File: config.mk
export PLATFORM = sky130hd
export DESIGN_NAME = iac_interrupt_ack_cascade
export DESIGN_NICKNAME = d
export VERILOG_FILES = /design/src/iac_pkg.sv /design/src/iac_interrupt_ack_cascade.sv
export SDC_FILE = /design/constraint.sdc
export NUM_CORES = 1
export LEC_CHECK = 0
export BUFFER_PORTS_ARGS = -buffer_cell sky130_fd_sc_hd__buf_2
export CAP_MARGIN = 20
export CORE_AREA = 3 3 135 137
export CTS_CLUSTER_SIZE = 24
export DETAILED_ROUTE_END_ITERATION = 10
export DIE_AREA = 0 0 138 140
export PLACE_DENSITY = 0.81
export SYNTH_ARGS = -nofsm -noshare
export SYNTH_HDL_FRONTEND = slang
export SYNTH_SLANG_ARGS = --single-unit
File: constraint.sdc
create_clock -name aclk -period 4.05 [get_ports aclk]
set_clock_uncertainty 0.15 [all_clocks]
set_input_delay 0.405 -clock aclk [delete_from_list [all_inputs] [get_ports aclk]]
set_output_delay 0.405 -clock aclk [all_outputs]
set_load 0.01 [all_outputs]
File: src/iac_pkg.sv
package iac_pkg;
   // ==========================================================
   // Source arrangement
   localparam int IAC_GROUPS = 4;
   localparam int IAC_CHANNELS = 8;
   localparam int IAC_ROT_MIN_VERSION = 2;
   // ==========================================================
   // Register map, byte addresses
   localparam logic [7:0] IAC_CTRL_OFS = 8'h00;
   localparam logic [7:0] IAC_STAT_OFS = 8'h04;
   localparam logic [7:0] IAC_PEND_OFS = 8'h08;
   localparam logic [31:0] IAC_CTRL_RESET = 32'h0000_0000;
   // ==========================================================
   // Control field positions
   localparam int IAC_CTRL_BUS_MODE = 0;
   localparam int IAC_CTRL_DAISY = 1;
   localparam int IAC_CTRL_PCFG_LSB = 2;
   localparam int IAC_CTRL_SADDR_LSB = 4;
   localparam int IAC_CTRL_ROT = 7;
   localparam int IAC_CTRL_VBASE_LSB = 8;
   localparam int IAC_CTRL_USED = 11;
   // ==========================================================
   // Status field positions
   localparam int IAC_STAT_IRQ = 0;
   localparam int IAC_STAT_ACCEPTED = 1;
   localparam int IAC_STAT_SECOND = 2;
   localparam int IAC_STAT_CHAIN = 3;
   localparam int IAC_STAT_VEC_LSB = 8;
   // ==========================================================
   // Bus responses
   localparam logic [1:0] IAC_RESP_OKAY = 2'b00;
   localparam logic [1:0] IAC_RESP_SLVERR = 2'b10;
   // ==========================================================
   // Types
   typedef enum logic [1:0] {
      IAC_PP_LOW = 2'b00,
      IAC_PP_HIGH = 2'b01,
      IAC_OPEN_DRAIN = 2'b10
   } iac_pcfg_t;
   typedef enum logic [1:0] {
      IAC_IDLE = 2'b00,
      IAC_ACK1 = 2'b01,
      IAC_GAP = 2'b11,
      IAC_ACK2 = 2'b10
   } iac_ack_state_t;
endpackage

File: src/iac_interrupt_ack_cascade.sv
// Implementation choices: the address map and the AXI4-Lite slave port.
`timescale 1ns/10ps
module iac_interrupt_ack_cascade #(
   parameter int SILICON_VERSION = 2
) (
   input wire logic aclk, // Clock, 40 MHz.
   input wire logic aresetn, // Synchronous reset, active low.
   input wire logic ce, // Clock enable; low freezes all state.
   input wire logic [31:0] irq_src, // Interrupt status bits, group-major.
   input wire logic irq_acknowledge_n, // Acknowledge strobe, active low.
   input wire logic data_strobe_m_n, // Data strobe, active low.
   input wire logic [2:0] enable_in, // Enable pins as seen on the board.
   output logic [7:0] vector_bus, // Vector onto data bus low byte.
   output logic vector_bus_oe_n, // Low while the vector is driven.
   output logic irq_out, // Request pin level.
   output logic irq_out_oe_n, // Low while the request pin is driven.
   output logic chain_enable_out, // Chain enable towards lower priority.
   output logic chain_enable_out_oe_n, // Low while the chain pin is driven.
   input wire logic [7:0] s_axi_awaddr, // AXI4-Lite write address.
   input wire logic s_axi_awvalid, // Write address valid.
   output logic s_axi_awready, // Write address ready.
   input wire logic [31:0] s_axi_wdata, // Write data.
   input wire logic [3:0] s_axi_wstrb, // Write byte strobes.
   input wire logic s_axi_wvalid, // Write data valid.
   output logic s_axi_wready, // Write data ready.
   output logic [1:0] s_axi_bresp, // Write response.
   output logic s_axi_bvalid, // Write response valid.
   input wire logic s_axi_bready, // Write response ready.
   input wire logic [7:0] s_axi_araddr, // Read address.
   input wire logic s_axi_arvalid, // Read address valid.
   output logic s_axi_arready, // Read address ready.
   output logic [31:0] s_axi_rdata, // Read data.
   output logic [1:0] s_axi_rresp, // Read response.
   output logic s_axi_rvalid, // Read data valid.
   input wire logic s_axi_rready // Read data ready.
);
   import iac_pkg::*;

   // ==========================================================
   // State
   logic [31:0] ctrl_reg;
   logic [31:0] served_reg;
   logic irq_reg;
   logic ack_prev_n_reg;
   iac_ack_state_t ack_reg;
   logic [7:0] vec_reg;
   logic [4:0] src_idx_reg;
   logic [2:0] rot_reg [IAC_GROUPS];
   logic [7:0] aw_addr_reg;
   logic aw_full_reg;
   logic [31:0] w_data_reg;
   logic [3:0] w_strb_reg;
   logic w_full_reg;

   // ==========================================================
   // Control decode
   wire bus_two_cycle = ctrl_reg[IAC_CTRL_BUS_MODE];
   wire daisy = ctrl_reg[IAC_CTRL_DAISY];
   wire iac_pcfg_t pcfg = iac_pcfg_t'(ctrl_reg[IAC_CTRL_PCFG_LSB +: 2]);
   wire [2:0] slave_addr = ctrl_reg[IAC_CTRL_SADDR_LSB +: 3];
   wire rotate = ctrl_reg[IAC_CTRL_ROT] && (SILICON_VERSION >= IAC_ROT_MIN_VERSION);
   wire [2:0] vbase = ctrl_reg[IAC_CTRL_VBASE_LSB +: 3];
   // The third enable pin only matters for slave addressing.
   wire chain_in = enable_in[1];
   wire ack_low = !irq_acknowledge_n;
   wire ack_fall = ack_low && ack_prev_n_reg;

   // ==========================================================
   // Priority search
   // Served sources stay masked until their status bit drops, so the next vector names a fresh source.
   wire [31:0] pend = irq_src & ~served_reg;

   function automatic logic [2:0] pick_ch(input logic [7:0] bits, input logic [2:0] start);
      logic [2:0] idx;
      logic [2:0] res;
      logic found;
      res = start;
      found = 1'b0;
      for (int i = 0; i < IAC_CHANNELS; i++) begin
         idx = start + i[2:0];
         if (!found && bits[idx]) begin
            res = idx;
            found = 1'b1;
         end
      end
      return res;
   endfunction

   logic [IAC_GROUPS-1:0] g_any;
   logic [2:0] g_ch [IAC_GROUPS];
   genvar g;
   generate
      for (g = 0; g < IAC_GROUPS; g++) begin : g_grp
         wire [7:0] gbits = pend[g*IAC_CHANNELS +: IAC_CHANNELS];
         assign g_any[g] = |gbits;
         assign g_ch[g] = pick_ch(gbits, rotate ? rot_reg[g] : 3'b000);
      end
   endgenerate

   // Group 0 ranks highest; fixed order between groups.
   logic [1:0] win_grp;
   always_comb begin
      win_grp = 2'b00;
      for (int i = IAC_GROUPS - 1; i >= 0; i--) begin
         if (g_any[i]) begin
            win_grp = i[1:0];
         end
      end
   end
   wire [2:0] win_ch = g_ch[win_grp];
   wire [7:0] win_vec = {vbase, win_grp, win_ch};
   wire any_pend = |pend;

   // ==========================================================
   // Acknowledge sequencing
   wire accept_ok = irq_reg && (daisy ? chain_in : (enable_in == slave_addr));
   iac_ack_state_t ack_next;
   always_comb begin
      ack_next = ack_reg;
      unique case (ack_reg)
         IAC_IDLE: begin
            if (ack_fall && accept_ok) begin
               ack_next = IAC_ACK1;
            end
         end
         IAC_ACK1: begin
            if (!ack_low) begin
               ack_next = bus_two_cycle ? IAC_GAP : IAC_IDLE;
            end
         end
         IAC_GAP: begin
            if (ack_low) begin
               ack_next = IAC_ACK2;
            end
         end
         IAC_ACK2: begin
            if (!ack_low) begin
               ack_next = IAC_IDLE;
            end
         end
      endcase
   end
   wire service_done = (ack_reg != IAC_IDLE) && (ack_next == IAC_IDLE);
   wire [31:0] done_mask = service_done ? (32'h0000_0001 << src_idx_reg) : 32'h0000_0000;
   wire [31:0] served_next = (served_reg & irq_src) | done_mask;
   wire any_left = |(irq_src & ~served_next);
   wire chain_block = daisy && !chain_in;
   // A raise needs an idle acknowledge line and no service in progress.
   wire may_raise = !ack_low && (ack_reg == IAC_IDLE) && !service_done;
   wire irq_next = chain_block ? 1'b0 :
                   service_done ? any_left :
                   irq_reg ? any_pend :
                   (may_raise && any_pend);
   wire drive_next = ack_low && (((ack_next == IAC_ACK1) && !bus_two_cycle && !data_strobe_m_n) ||
                                 (ack_next == IAC_ACK2));
   wire chain_next = chain_in && !irq_next;

   always_ff @(posedge aclk) begin
      if (!aresetn) begin
         served_reg <= 32'h0000_0000;
         irq_reg <= 1'b0;
         ack_prev_n_reg <= 1'b1;
         ack_reg <= IAC_IDLE;
         vec_reg <= 8'h00;
         src_idx_reg <= 5'h00;
         vector_bus <= 8'h00;
         vector_bus_oe_n <= 1'b1;
         chain_enable_out <= 1'b1;
         chain_enable_out_oe_n <= 1'b1;
      end else if (ce) begin
         served_reg <= served_next;
         irq_reg <= irq_next;
         ack_prev_n_reg <= irq_acknowledge_n;
         ack_reg <= ack_next;
         if ((ack_reg == IAC_IDLE) && (ack_next == IAC_ACK1)) begin
            vec_reg <= win_vec;
            src_idx_reg <= {win_grp, win_ch};
         end
         vector_bus <= ((ack_reg == IAC_IDLE) && (ack_next == IAC_ACK1)) ? win_vec : vec_reg;
         vector_bus_oe_n <= !drive_next;
         chain_enable_out <= chain_next;
         chain_enable_out_oe_n <= !daisy;
      end
   end

   always_ff @(posedge aclk) begin
      for (int i = 0; i < IAC_GROUPS; i++) begin
         if (!aresetn) begin
            rot_reg[i] <= 3'b000;
         end else if (ce && service_done && rotate && (src_idx_reg[4:3] == i[1:0])) begin
            rot_reg[i] <= src_idx_reg[2:0] + 3'b001;
         end
      end
   end

   // ==========================================================
   // Request pin drive
   // Open drain only ever pulls low, so the level is fixed and the enable carries the request.
   always_ff @(posedge aclk) begin
      if (!aresetn) begin
         irq_out <= 1'b1;
         irq_out_oe_n <= 1'b1;
      end else if (ce) begin
         irq_out <= (pcfg == IAC_PP_HIGH) ? irq_next : (pcfg == IAC_PP_LOW) ? !irq_next : 1'b0;
         irq_out_oe_n <= (pcfg == IAC_OPEN_DRAIN) ? !irq_next : 1'b0;
      end
   end

   // ==========================================================
   // AXI4-Lite slave
   wire aw_take = s_axi_awvalid && s_axi_awready;
   wire w_take = s_axi_wvalid && s_axi_wready;
   wire wr_go = aw_full_reg && w_full_reg && !s_axi_bvalid;
   wire wr_ctrl = wr_go && (aw_addr_reg == IAC_CTRL_OFS);
   wire wr_known = (aw_addr_reg == IAC_CTRL_OFS) || (aw_addr_reg == IAC_STAT_OFS) ||
                   (aw_addr_reg == IAC_PEND_OFS);
   wire [31:0] strb_mask = {{8{w_strb_reg[3]}}, {8{w_strb_reg[2]}}, {8{w_strb_reg[1]}}, {8{w_strb_reg[0]}}};
   wire [31:0] ctrl_used = (32'h0000_0001 << IAC_CTRL_USED) - 32'h0000_0001;
   wire [31:0] ctrl_wr = ((ctrl_reg & ~strb_mask) | (w_data_reg & strb_mask)) & ctrl_used;
   wire [31:0] stat_word = {16'h0000, vec_reg, 4'h0, chain_enable_out, ack_reg == IAC_ACK2,
                            ack_reg != IAC_IDLE, irq_reg};
   wire ar_take = s_axi_arvalid && s_axi_arready;
   wire rd_ctrl = s_axi_araddr == IAC_CTRL_OFS;
   wire rd_stat = s_axi_araddr == IAC_STAT_OFS;
   wire rd_pend = s_axi_araddr == IAC_PEND_OFS;
   wire [31:0] rd_word = rd_ctrl ? ctrl_reg : rd_stat ? stat_word : rd_pend ? pend : 32'h0000_0000;

   always_ff @(posedge aclk) begin
      if (!aresetn) begin
         ctrl_reg <= IAC_CTRL_RESET;
         aw_addr_reg <= 8'h00;
         aw_full_reg <= 1'b0;
         w_data_reg <= 32'h0000_0000;
         w_strb_reg <= 4'h0;
         w_full_reg <= 1'b0;
         s_axi_awready <= 1'b1;
         s_axi_wready <= 1'b1;
         s_axi_bvalid <= 1'b0;
         s_axi_bresp <= IAC_RESP_OKAY;
         s_axi_arready <= 1'b1;
         s_axi_rvalid <= 1'b0;
         s_axi_rdata <= 32'h0000_0000;
         s_axi_rresp <= IAC_RESP_OKAY;
      end else if (ce) begin
         if (aw_take) begin
            aw_addr_reg <= {s_axi_awaddr[7:2], 2'b00};
            aw_full_reg <= 1'b1;
            s_axi_awready <= 1'b0;
         end
         if (w_take) begin
            w_data_reg <= s_axi_wdata;
            w_strb_reg <= s_axi_wstrb;
            w_full_reg <= 1'b1;
            s_axi_wready <= 1'b0;
         end
         if (wr_ctrl) begin
            ctrl_reg <= ctrl_wr;
         end
         if (wr_go) begin
            aw_full_reg <= 1'b0;
            w_full_reg <= 1'b0;
            s_axi_bvalid <= 1'b1;
            s_axi_bresp <= wr_known ? IAC_RESP_OKAY : IAC_RESP_SLVERR;
         end
         if (s_axi_bvalid && s_axi_bready) begin
            s_axi_bvalid <= 1'b0;
            s_axi_awready <= 1'b1;
            s_axi_wready <= 1'b1;
         end
         if (ar_take) begin
            s_axi_arready <= 1'b0;
            s_axi_rvalid <= 1'b1;
            s_axi_rdata <= rd_word;
            s_axi_rresp <= (rd_ctrl || rd_stat || rd_pend) ? IAC_RESP_OKAY : IAC_RESP_SLVERR;
         end
         if (s_axi_rvalid && s_axi_rready) begin
            s_axi_rvalid <= 1'b0;
            s_axi_arready <= 1'b1;
         end
      end
   end
endmodule // iac_interrupt_ack_cascade

== Word-level counts from Yosys, hierarchy flattened ==
Memories as Yosys holds them, arrays and structs flattened.
Cells that the tools add are included.

* Add/subtract/negate cells: 29
* Multiply operators: 0
* Div/mod/pow operators: 0
* Magnitude comparators: 33
* Equality and inequality tests: 15
* Shifts and indexed selects: 1
* Muxes and demuxes: 181
* Bitwise logic cells: 15
* Reduce and logical (&&, ||, !) cells: 128

{| class="wikitable"
|+ Operator list
! kind !! number
|-
| $lt 3x4->1 const B || 32
|-
| $mux 32 || 4
|-
| $mux 3 || 38
|-
| $and 32x32->32 || 3
|-
| $bmux 1 s3 || 32
|-
| $mux 1 || 94
|-
| $not 32->32 || 2
|-
| $reduce_or 32->1 || 2
|-
| $logic_and 1x1->1 || 55
|-
| $add 3x3->3 const B || 16
|-
| $logic_not 1->1 || 37
|-
| $or 32x32->32 || 1
|-
| $reduce_or 8->1 || 4
|-
| $shl 1x5->32 const A || 1
|-
| $add 3x2->3 const B || 8
|-
| $reduce_and 2->1 || 12
|-
| $and 11x11->11 || 2
|-
| $mux 2 || 11
|-
| $logic_not 8->1 || 2
|-
| $add 3x1->3 const B || 5
|-
| $reduce_bool 2->1 || 7
|-
| $eq 2x2->1 const B || 6
|-
| $not 11->11 || 1
|-
| $or 11x11->11 || 1
|-
| other kinds (13) || 26
|}

* Bits in registers: 127
* Bits in latches: 0
* RAM bits: 12
* Bits in read-only memories: 0
* Bits of input ports: 97
* Output and inout port bits: 54
* Word-level logic and storage cells: 428
* Memories: 1

{| class="wikitable"
|+ Memories
! name !! depth !! bits a word !! read ports !! clocked after memory_dff !! write ports !! line !! source
|-
| rot_reg || 4 || 3 || 4 || 0 || 4 || iac_interrupt_ack_cascade.sv:48 || <nowiki>logic [2:0] rot_reg [IAC_GROUPS];</nowiki>
|}

== Logic depth before layout (Yosys ltp) ==
* Depth after elaboration: 29
* Gate-level depth with buffers: 14
* Gate-level depth less buffers: 11

== Least setup slack after synthesis ==
OpenSTA, ideal clock, no wires.

* Kind: register to register
* From: reg with a tool-made name
* To: reg src_idx_reg[2]
* Library setup time: 75 ps
* Data arrival time: 3320 ps
* Data required time: 3825 ps
* Path slack: 505 ps
* Stages on the path, launching flop included: 15
* Path buffers: 3
* Clock period less this slack: 3545 ps
* Cells stage by stage: dfxtp_1 buf_6 buf_4 nand2_2 inv_1 buf_4 ha_1 xor2_2 mux4_2 or4_1 a32oi_1 o22ai_1 a2bb2oi_1 nor3_1 o22ai_1

{| class="wikitable"
|+ RTL lines
! item !! line !! source
|-
| end signal, assigned || iac_interrupt_ack_cascade.sv:177 || <nowiki>src_idx_reg <= {win_grp, win_ch};</nowiki>
|-
| end, declared || iac_interrupt_ack_cascade.sv:47 || <nowiki>logic [4:0] src_idx_reg;</nowiki>
|}

==> qor.tcl <==
set qor(post_synth_mux_area_share_pct) 18.6
set qor(drt-vias-per-instance) 6.72
set qor(slew_headroom_pct) 40.8
set qor(post_synth_main_area_contributors) {sky130_fd_sc_hd__dfxtp_1 (24%), sky130_fd_sc_hd__mux2i_1 (9.5%), sky130_fd_sc_hd__mux4_2 (8.3%)}
set qor(cts_inserted_buffers) 17
set qor(finalPower_mw) 3.50
set qor(criticalPathCategory) {reg2reg}
set qor(placed_wire_length_estimate_um) 25100
set qor(synth_area_per_cell_sq_um) 8.23
set qor(setup_viol) 0
set qor(synth_simple_gate_area_share_pct) 22.5
set qor(yosys_warnings) 0
set qor(synth.largest_area_cell) {sky130_fd_sc_hd__dfxtp_1}
set qor(timing.critical_path.slowest_cell_delay_ns) 0.64
set qor(compound_gate_portion_of_the_synthesized_area_pct) 23.0
set qor(fraction_of_final_layout_cells_sized_beyond_drive_strength_1_pct) 19.6
set qor(timing_max_transition_violations_final) 0
set qor(hold_path_class) {in2reg}
set qor(grt_pass1_wl_um) 53500
set qor(worst_path_most_repeated_cell) {sky130_fd_sc_hd__nand2_1}
set qor(floorplan.core_area_sq_um) 17200
set qor(cts-htree-levels) 4
set qor(synth_cell_types) 84
set qor(initial_core_util_pct) 58.6
set qor(max-clock-path-buffers) 2
set qor(worstMarginPinSlew_ns) 0.885
set qor(grt_max_degree) 58
set qor(cts_resized) 0
set qor(detail_route.wirelength_um) 33700
set qor(final-hold-violation-count) 0
set qor(number_of_cells_produced_by_synthesis) 1222
set qor(power.ir.vdd_worst_v) 0.000357
set qor(timing.setup.tns_ns) 0
set qor(cp_top_family) {compound AO/OA/AOI/OAI gates}
set qor(via_count_of_the_first_global_routing_pass) 9875
set qor(crit_arrival_ns) 3.91
set qor(ios) 151
set qor(critical_path.slowest_cell) {sky130_fd_sc_hd__mux4_2}
set qor(layout.cell_area.non_filler_sq_um) 11600
set qor(ctsRootBufferMaster) {sky130_fd_sc_hd__clkbuf_16}
set qor(wl_per_cell_um) 21.6
set qor(yosys.area_share.xor_xnor_pct) 2.21
set qor(post_cts_repair_setup_buffers) 0
set qor(result_of_the_run) {completed}
set qor(synth_ff_type) {sky130_fd_sc_hd__dfxtp_1}
set qor(finalCriticalPeriod_ns) 3.78
set qor(track_usage_pct) 34.0
set qor(postLayoutSetupSlackWorst_ns) 0.271
set qor(power_per_cell_area_nw_per_um2) 303
set qor(die_height_um) 140
set qor(fmax_ghz) 0.265
set qor(timing.max_cap.violations) 0
set qor(detail_route.first_pass.iterations) 6
set qor(num_rows) 48
set qor(place_congestion) 0.977
set qor(tritoncts) {built}
set qor(async_flop_share_pct) 0
set qor(critPathMaxFanout) 40
set qor(period_share_pct) 93.3
set qor(hold_buffers) 0
set qor(clk_pin_slew_ns) 0.06
set qor(nNetsFinal) 1435
set qor(timing.critical_path.from_type) {register}
set qor(synth.ff_latch_count) 132
set qor(area.growth.synth_to_final_pct) 14.8
set qor(route.vias.total) 10500
set qor(p_leak_nw) 4.72
set qor(worstPathBufferInverterCount) 1
set qor(yosysTopAreaCellShare_pct) 23.9
set qor(drc) 0
set qor(synth_enable_flop_cells) 12
set qor(initial_antenna_violation_count) 1
set qor(grt_setup_unrepaired) {false}
set qor(detail-route-antenna-nets) 0
set qor(drt_first_iter_violations) 1201
set qor(cell_chain_of_the_critical_path) {buf_12 -> nand2_1 -> ha_1 -> mux4_2 -> nand2_1 -> a211oi_1 -> o32ai_1 -> a221oi_1 -> a2111oi_2 -> o22ai_1}
set qor(critical_path.endpoint_type) {register}
set qor(clock_insertion_delay_worst_skew_ns) 0.43
set qor(detailed_place.area_sq_um) 10900
set qor(synth_fa_ha_area_share_pct) 1.74
set qor(dpl_worst_slack_ns) 0.267
set qor(synth_top_family_by_area) {compound AO/OA/AOI/OAI gates}
set qor(critPathRequiredTime_ns) 4.18
set qor(grt_overflow) 0
set qor(synth_sequential_area_ratio_pct) 27.5
set qor(synth.cell_area_sq_um) 10100
set qor(chipWidth_um) 138
set qor(antennaDiodeCount) 0
set qor(port-buffer-count) 123
set qor(clock_sinks) 132
set qor(die_area_sq_um) 19300
## synthesized netlist by cell type, types with 4 or more instances
cell type	count
sky130_fd_sc_hd__a21oi_1	81
sky130_fd_sc_hd__and2_1	21
sky130_fd_sc_hd__edfxtp_1	12
sky130_fd_sc_hd__clkbuf_1	49
sky130_fd_sc_hd__xor2_1	11
sky130_fd_sc_hd__xnor2_1	7
sky130_fd_sc_hd__o31ai_1	4
sky130_fd_sc_hd__nor2_1	126
sky130_fd_sc_hd__buf_4	4
sky130_fd_sc_hd__inv_1	21
sky130_fd_sc_hd__mux2i_1	95
sky130_fd_sc_hd__o21a_1	4
sky130_fd_sc_hd__nand3_1	35
sky130_fd_sc_hd__a32oi_1	6
sky130_fd_sc_hd__mux4_2	37
sky130_fd_sc_hd__a22oi_1	32
sky130_fd_sc_hd__o21ai_0	93
sky130_fd_sc_hd__ha_1	14
sky130_fd_sc_hd__buf_1	5
sky130_fd_sc_hd__o32ai_1	8
sky130_fd_sc_hd__a21boi_0	11
sky130_fd_sc_hd__nor4_1	6
sky130_fd_sc_hd__nand4_1	12
sky130_fd_sc_hd__o22ai_1	19
sky130_fd_sc_hd__buf_2	13
sky130_fd_sc_hd__nor3_1	23
sky130_fd_sc_hd__or3_1	7
sky130_fd_sc_hd__a21o_1	5
sky130_fd_sc_hd__nand4b_1	8
sky130_fd_sc_hd__and4b_1	5
sky130_fd_sc_hd__nor2b_1	35
sky130_fd_sc_hd__dfxtp_1	120
sky130_fd_sc_hd__o2111ai_1	7
sky130_fd_sc_hd__a2bb2oi_1	4
sky130_fd_sc_hd__nand2_2	5
sky130_fd_sc_hd__o211ai_1	11
sky130_fd_sc_hd__mux2_2	5
sky130_fd_sc_hd__or2_2	4
sky130_fd_sc_hd__a211oi_1	16
sky130_fd_sc_hd__nand2b_1	40
sky130_fd_sc_hd__a31oi_1	15
sky130_fd_sc_hd__o221ai_1	9
sky130_fd_sc_hd__nand2_1	113
## metrics by stage
stage	cells	util (%)	hold slack, ns
floorplan	1223	-	0.281
global placement	1530	63.4	0.287
detailed placement	1530	63.4	0.290
CTS	1562	67.2	0.0573
global route	1562	67.2	0.0644
finish	1562	67.2	0.0636
## area by class of cell
class	instances	area (sq um)
flip-flops and latches	132	2760
repair buffers	156	876
multi-input cells	989	6870
inverters	28	111
fillers	1453	5630
well taps	225	282
clock inverters	13	185
clock buffers	19	464
## kinds of logic (layout without fill, tap and decap cells)
logic type	count (synthesis)	count (layout)
fa+ha+maj	14	14
mux	138	138
compound gates	358	358
other cells	1	2
buf+inv	102	216
xor+xnor	22	22
simple gates	455	455
flops	132	132
## final timing paths
check                        from        endpoint  slack [ns]  cells past startpoint
setup / recovery         register  src_idx_reg[2]        0.27                     10
hold / removal    s_axi_awaddr[7]  aw_addr_reg[7]        0.06                      3
setup reg to reg         register  src_idx_reg[2]        0.27                     10
hold reg to reg    s_axi_rdata[4]  s_axi_rdata[4]        0.30                      2
## routing by layer
metal  global-route usage [%]  vias up  part of all wire, %
met5                        0        -                0.039
met4                     14.3        2                  4.7
met3                     8.88      135                   11
met2                     53.4      705                   44
met1                     44.6     4892                   39
li1                         -     4755                    -
## worst register-to-register path, cell delays in order, from the launching register on
cell and delay, ns:
sky130_fd_sc_hd__dfxtp_1 0.38, sky130_fd_sc_hd__buf_12 0.24, sky130_fd_sc_hd__nand2_1 0.32, sky130_fd_sc_hd__ha_1 0.61
sky130_fd_sc_hd__mux4_2 0.64, sky130_fd_sc_hd__nand2_1 0.11, sky130_fd_sc_hd__a211oi_1 0.05, sky130_fd_sc_hd__o32ai_1 0.36
sky130_fd_sc_hd__a221oi_1 0.16, sky130_fd_sc_hd__a2111oi_2 0.50, sky130_fd_sc_hd__o22ai_1 0.13
## cell usage in the layout, fill, tap and decap left out, types with 14 or more instances in the layout
master / netlist / routed
sky130_fd_sc_hd__a211oi_1: 16 / 16
sky130_fd_sc_hd__clkbuf_16: 0 / 18
sky130_fd_sc_hd__a22oi_1: 32 / 32
sky130_fd_sc_hd__buf_2: 13 / 123
sky130_fd_sc_hd__o22ai_1: 19 / 19
sky130_fd_sc_hd__nand2_1: 113 / 113
sky130_fd_sc_hd__nor3_1: 23 / 22
sky130_fd_sc_hd__nor2b_1: 35 / 35
sky130_fd_sc_hd__inv_1: 21 / 21
sky130_fd_sc_hd__mux2i_1: 95 / 95
sky130_fd_sc_hd__dfxtp_1: 120 / 120
sky130_fd_sc_hd__a31oi_1: 15 / 15
sky130_fd_sc_hd__ha_1: 14 / 14
sky130_fd_sc_hd__a21oi_1: 81 / 81
sky130_fd_sc_hd__nand3_1: 35 / 35
sky130_fd_sc_hd__buf_4: 4 / 32
sky130_fd_sc_hd__and2_1: 21 / 21
sky130_fd_sc_hd__nor2_1: 126 / 125
sky130_fd_sc_hd__nand2b_1: 40 / 40
sky130_fd_sc_hd__mux4_2: 37 / 37
sky130_fd_sc_hd__o21ai_0: 93 / 93
## report_power, final
part           switching [mW]  total [mW]  internal, mW
Sequential             0.0190        1.36          1.34
Combinational           0.282       0.442         0.160
Clock                   0.653        1.70          1.05
Total                   0.953        3.50          2.55
(Power assumes the default switching activity.)
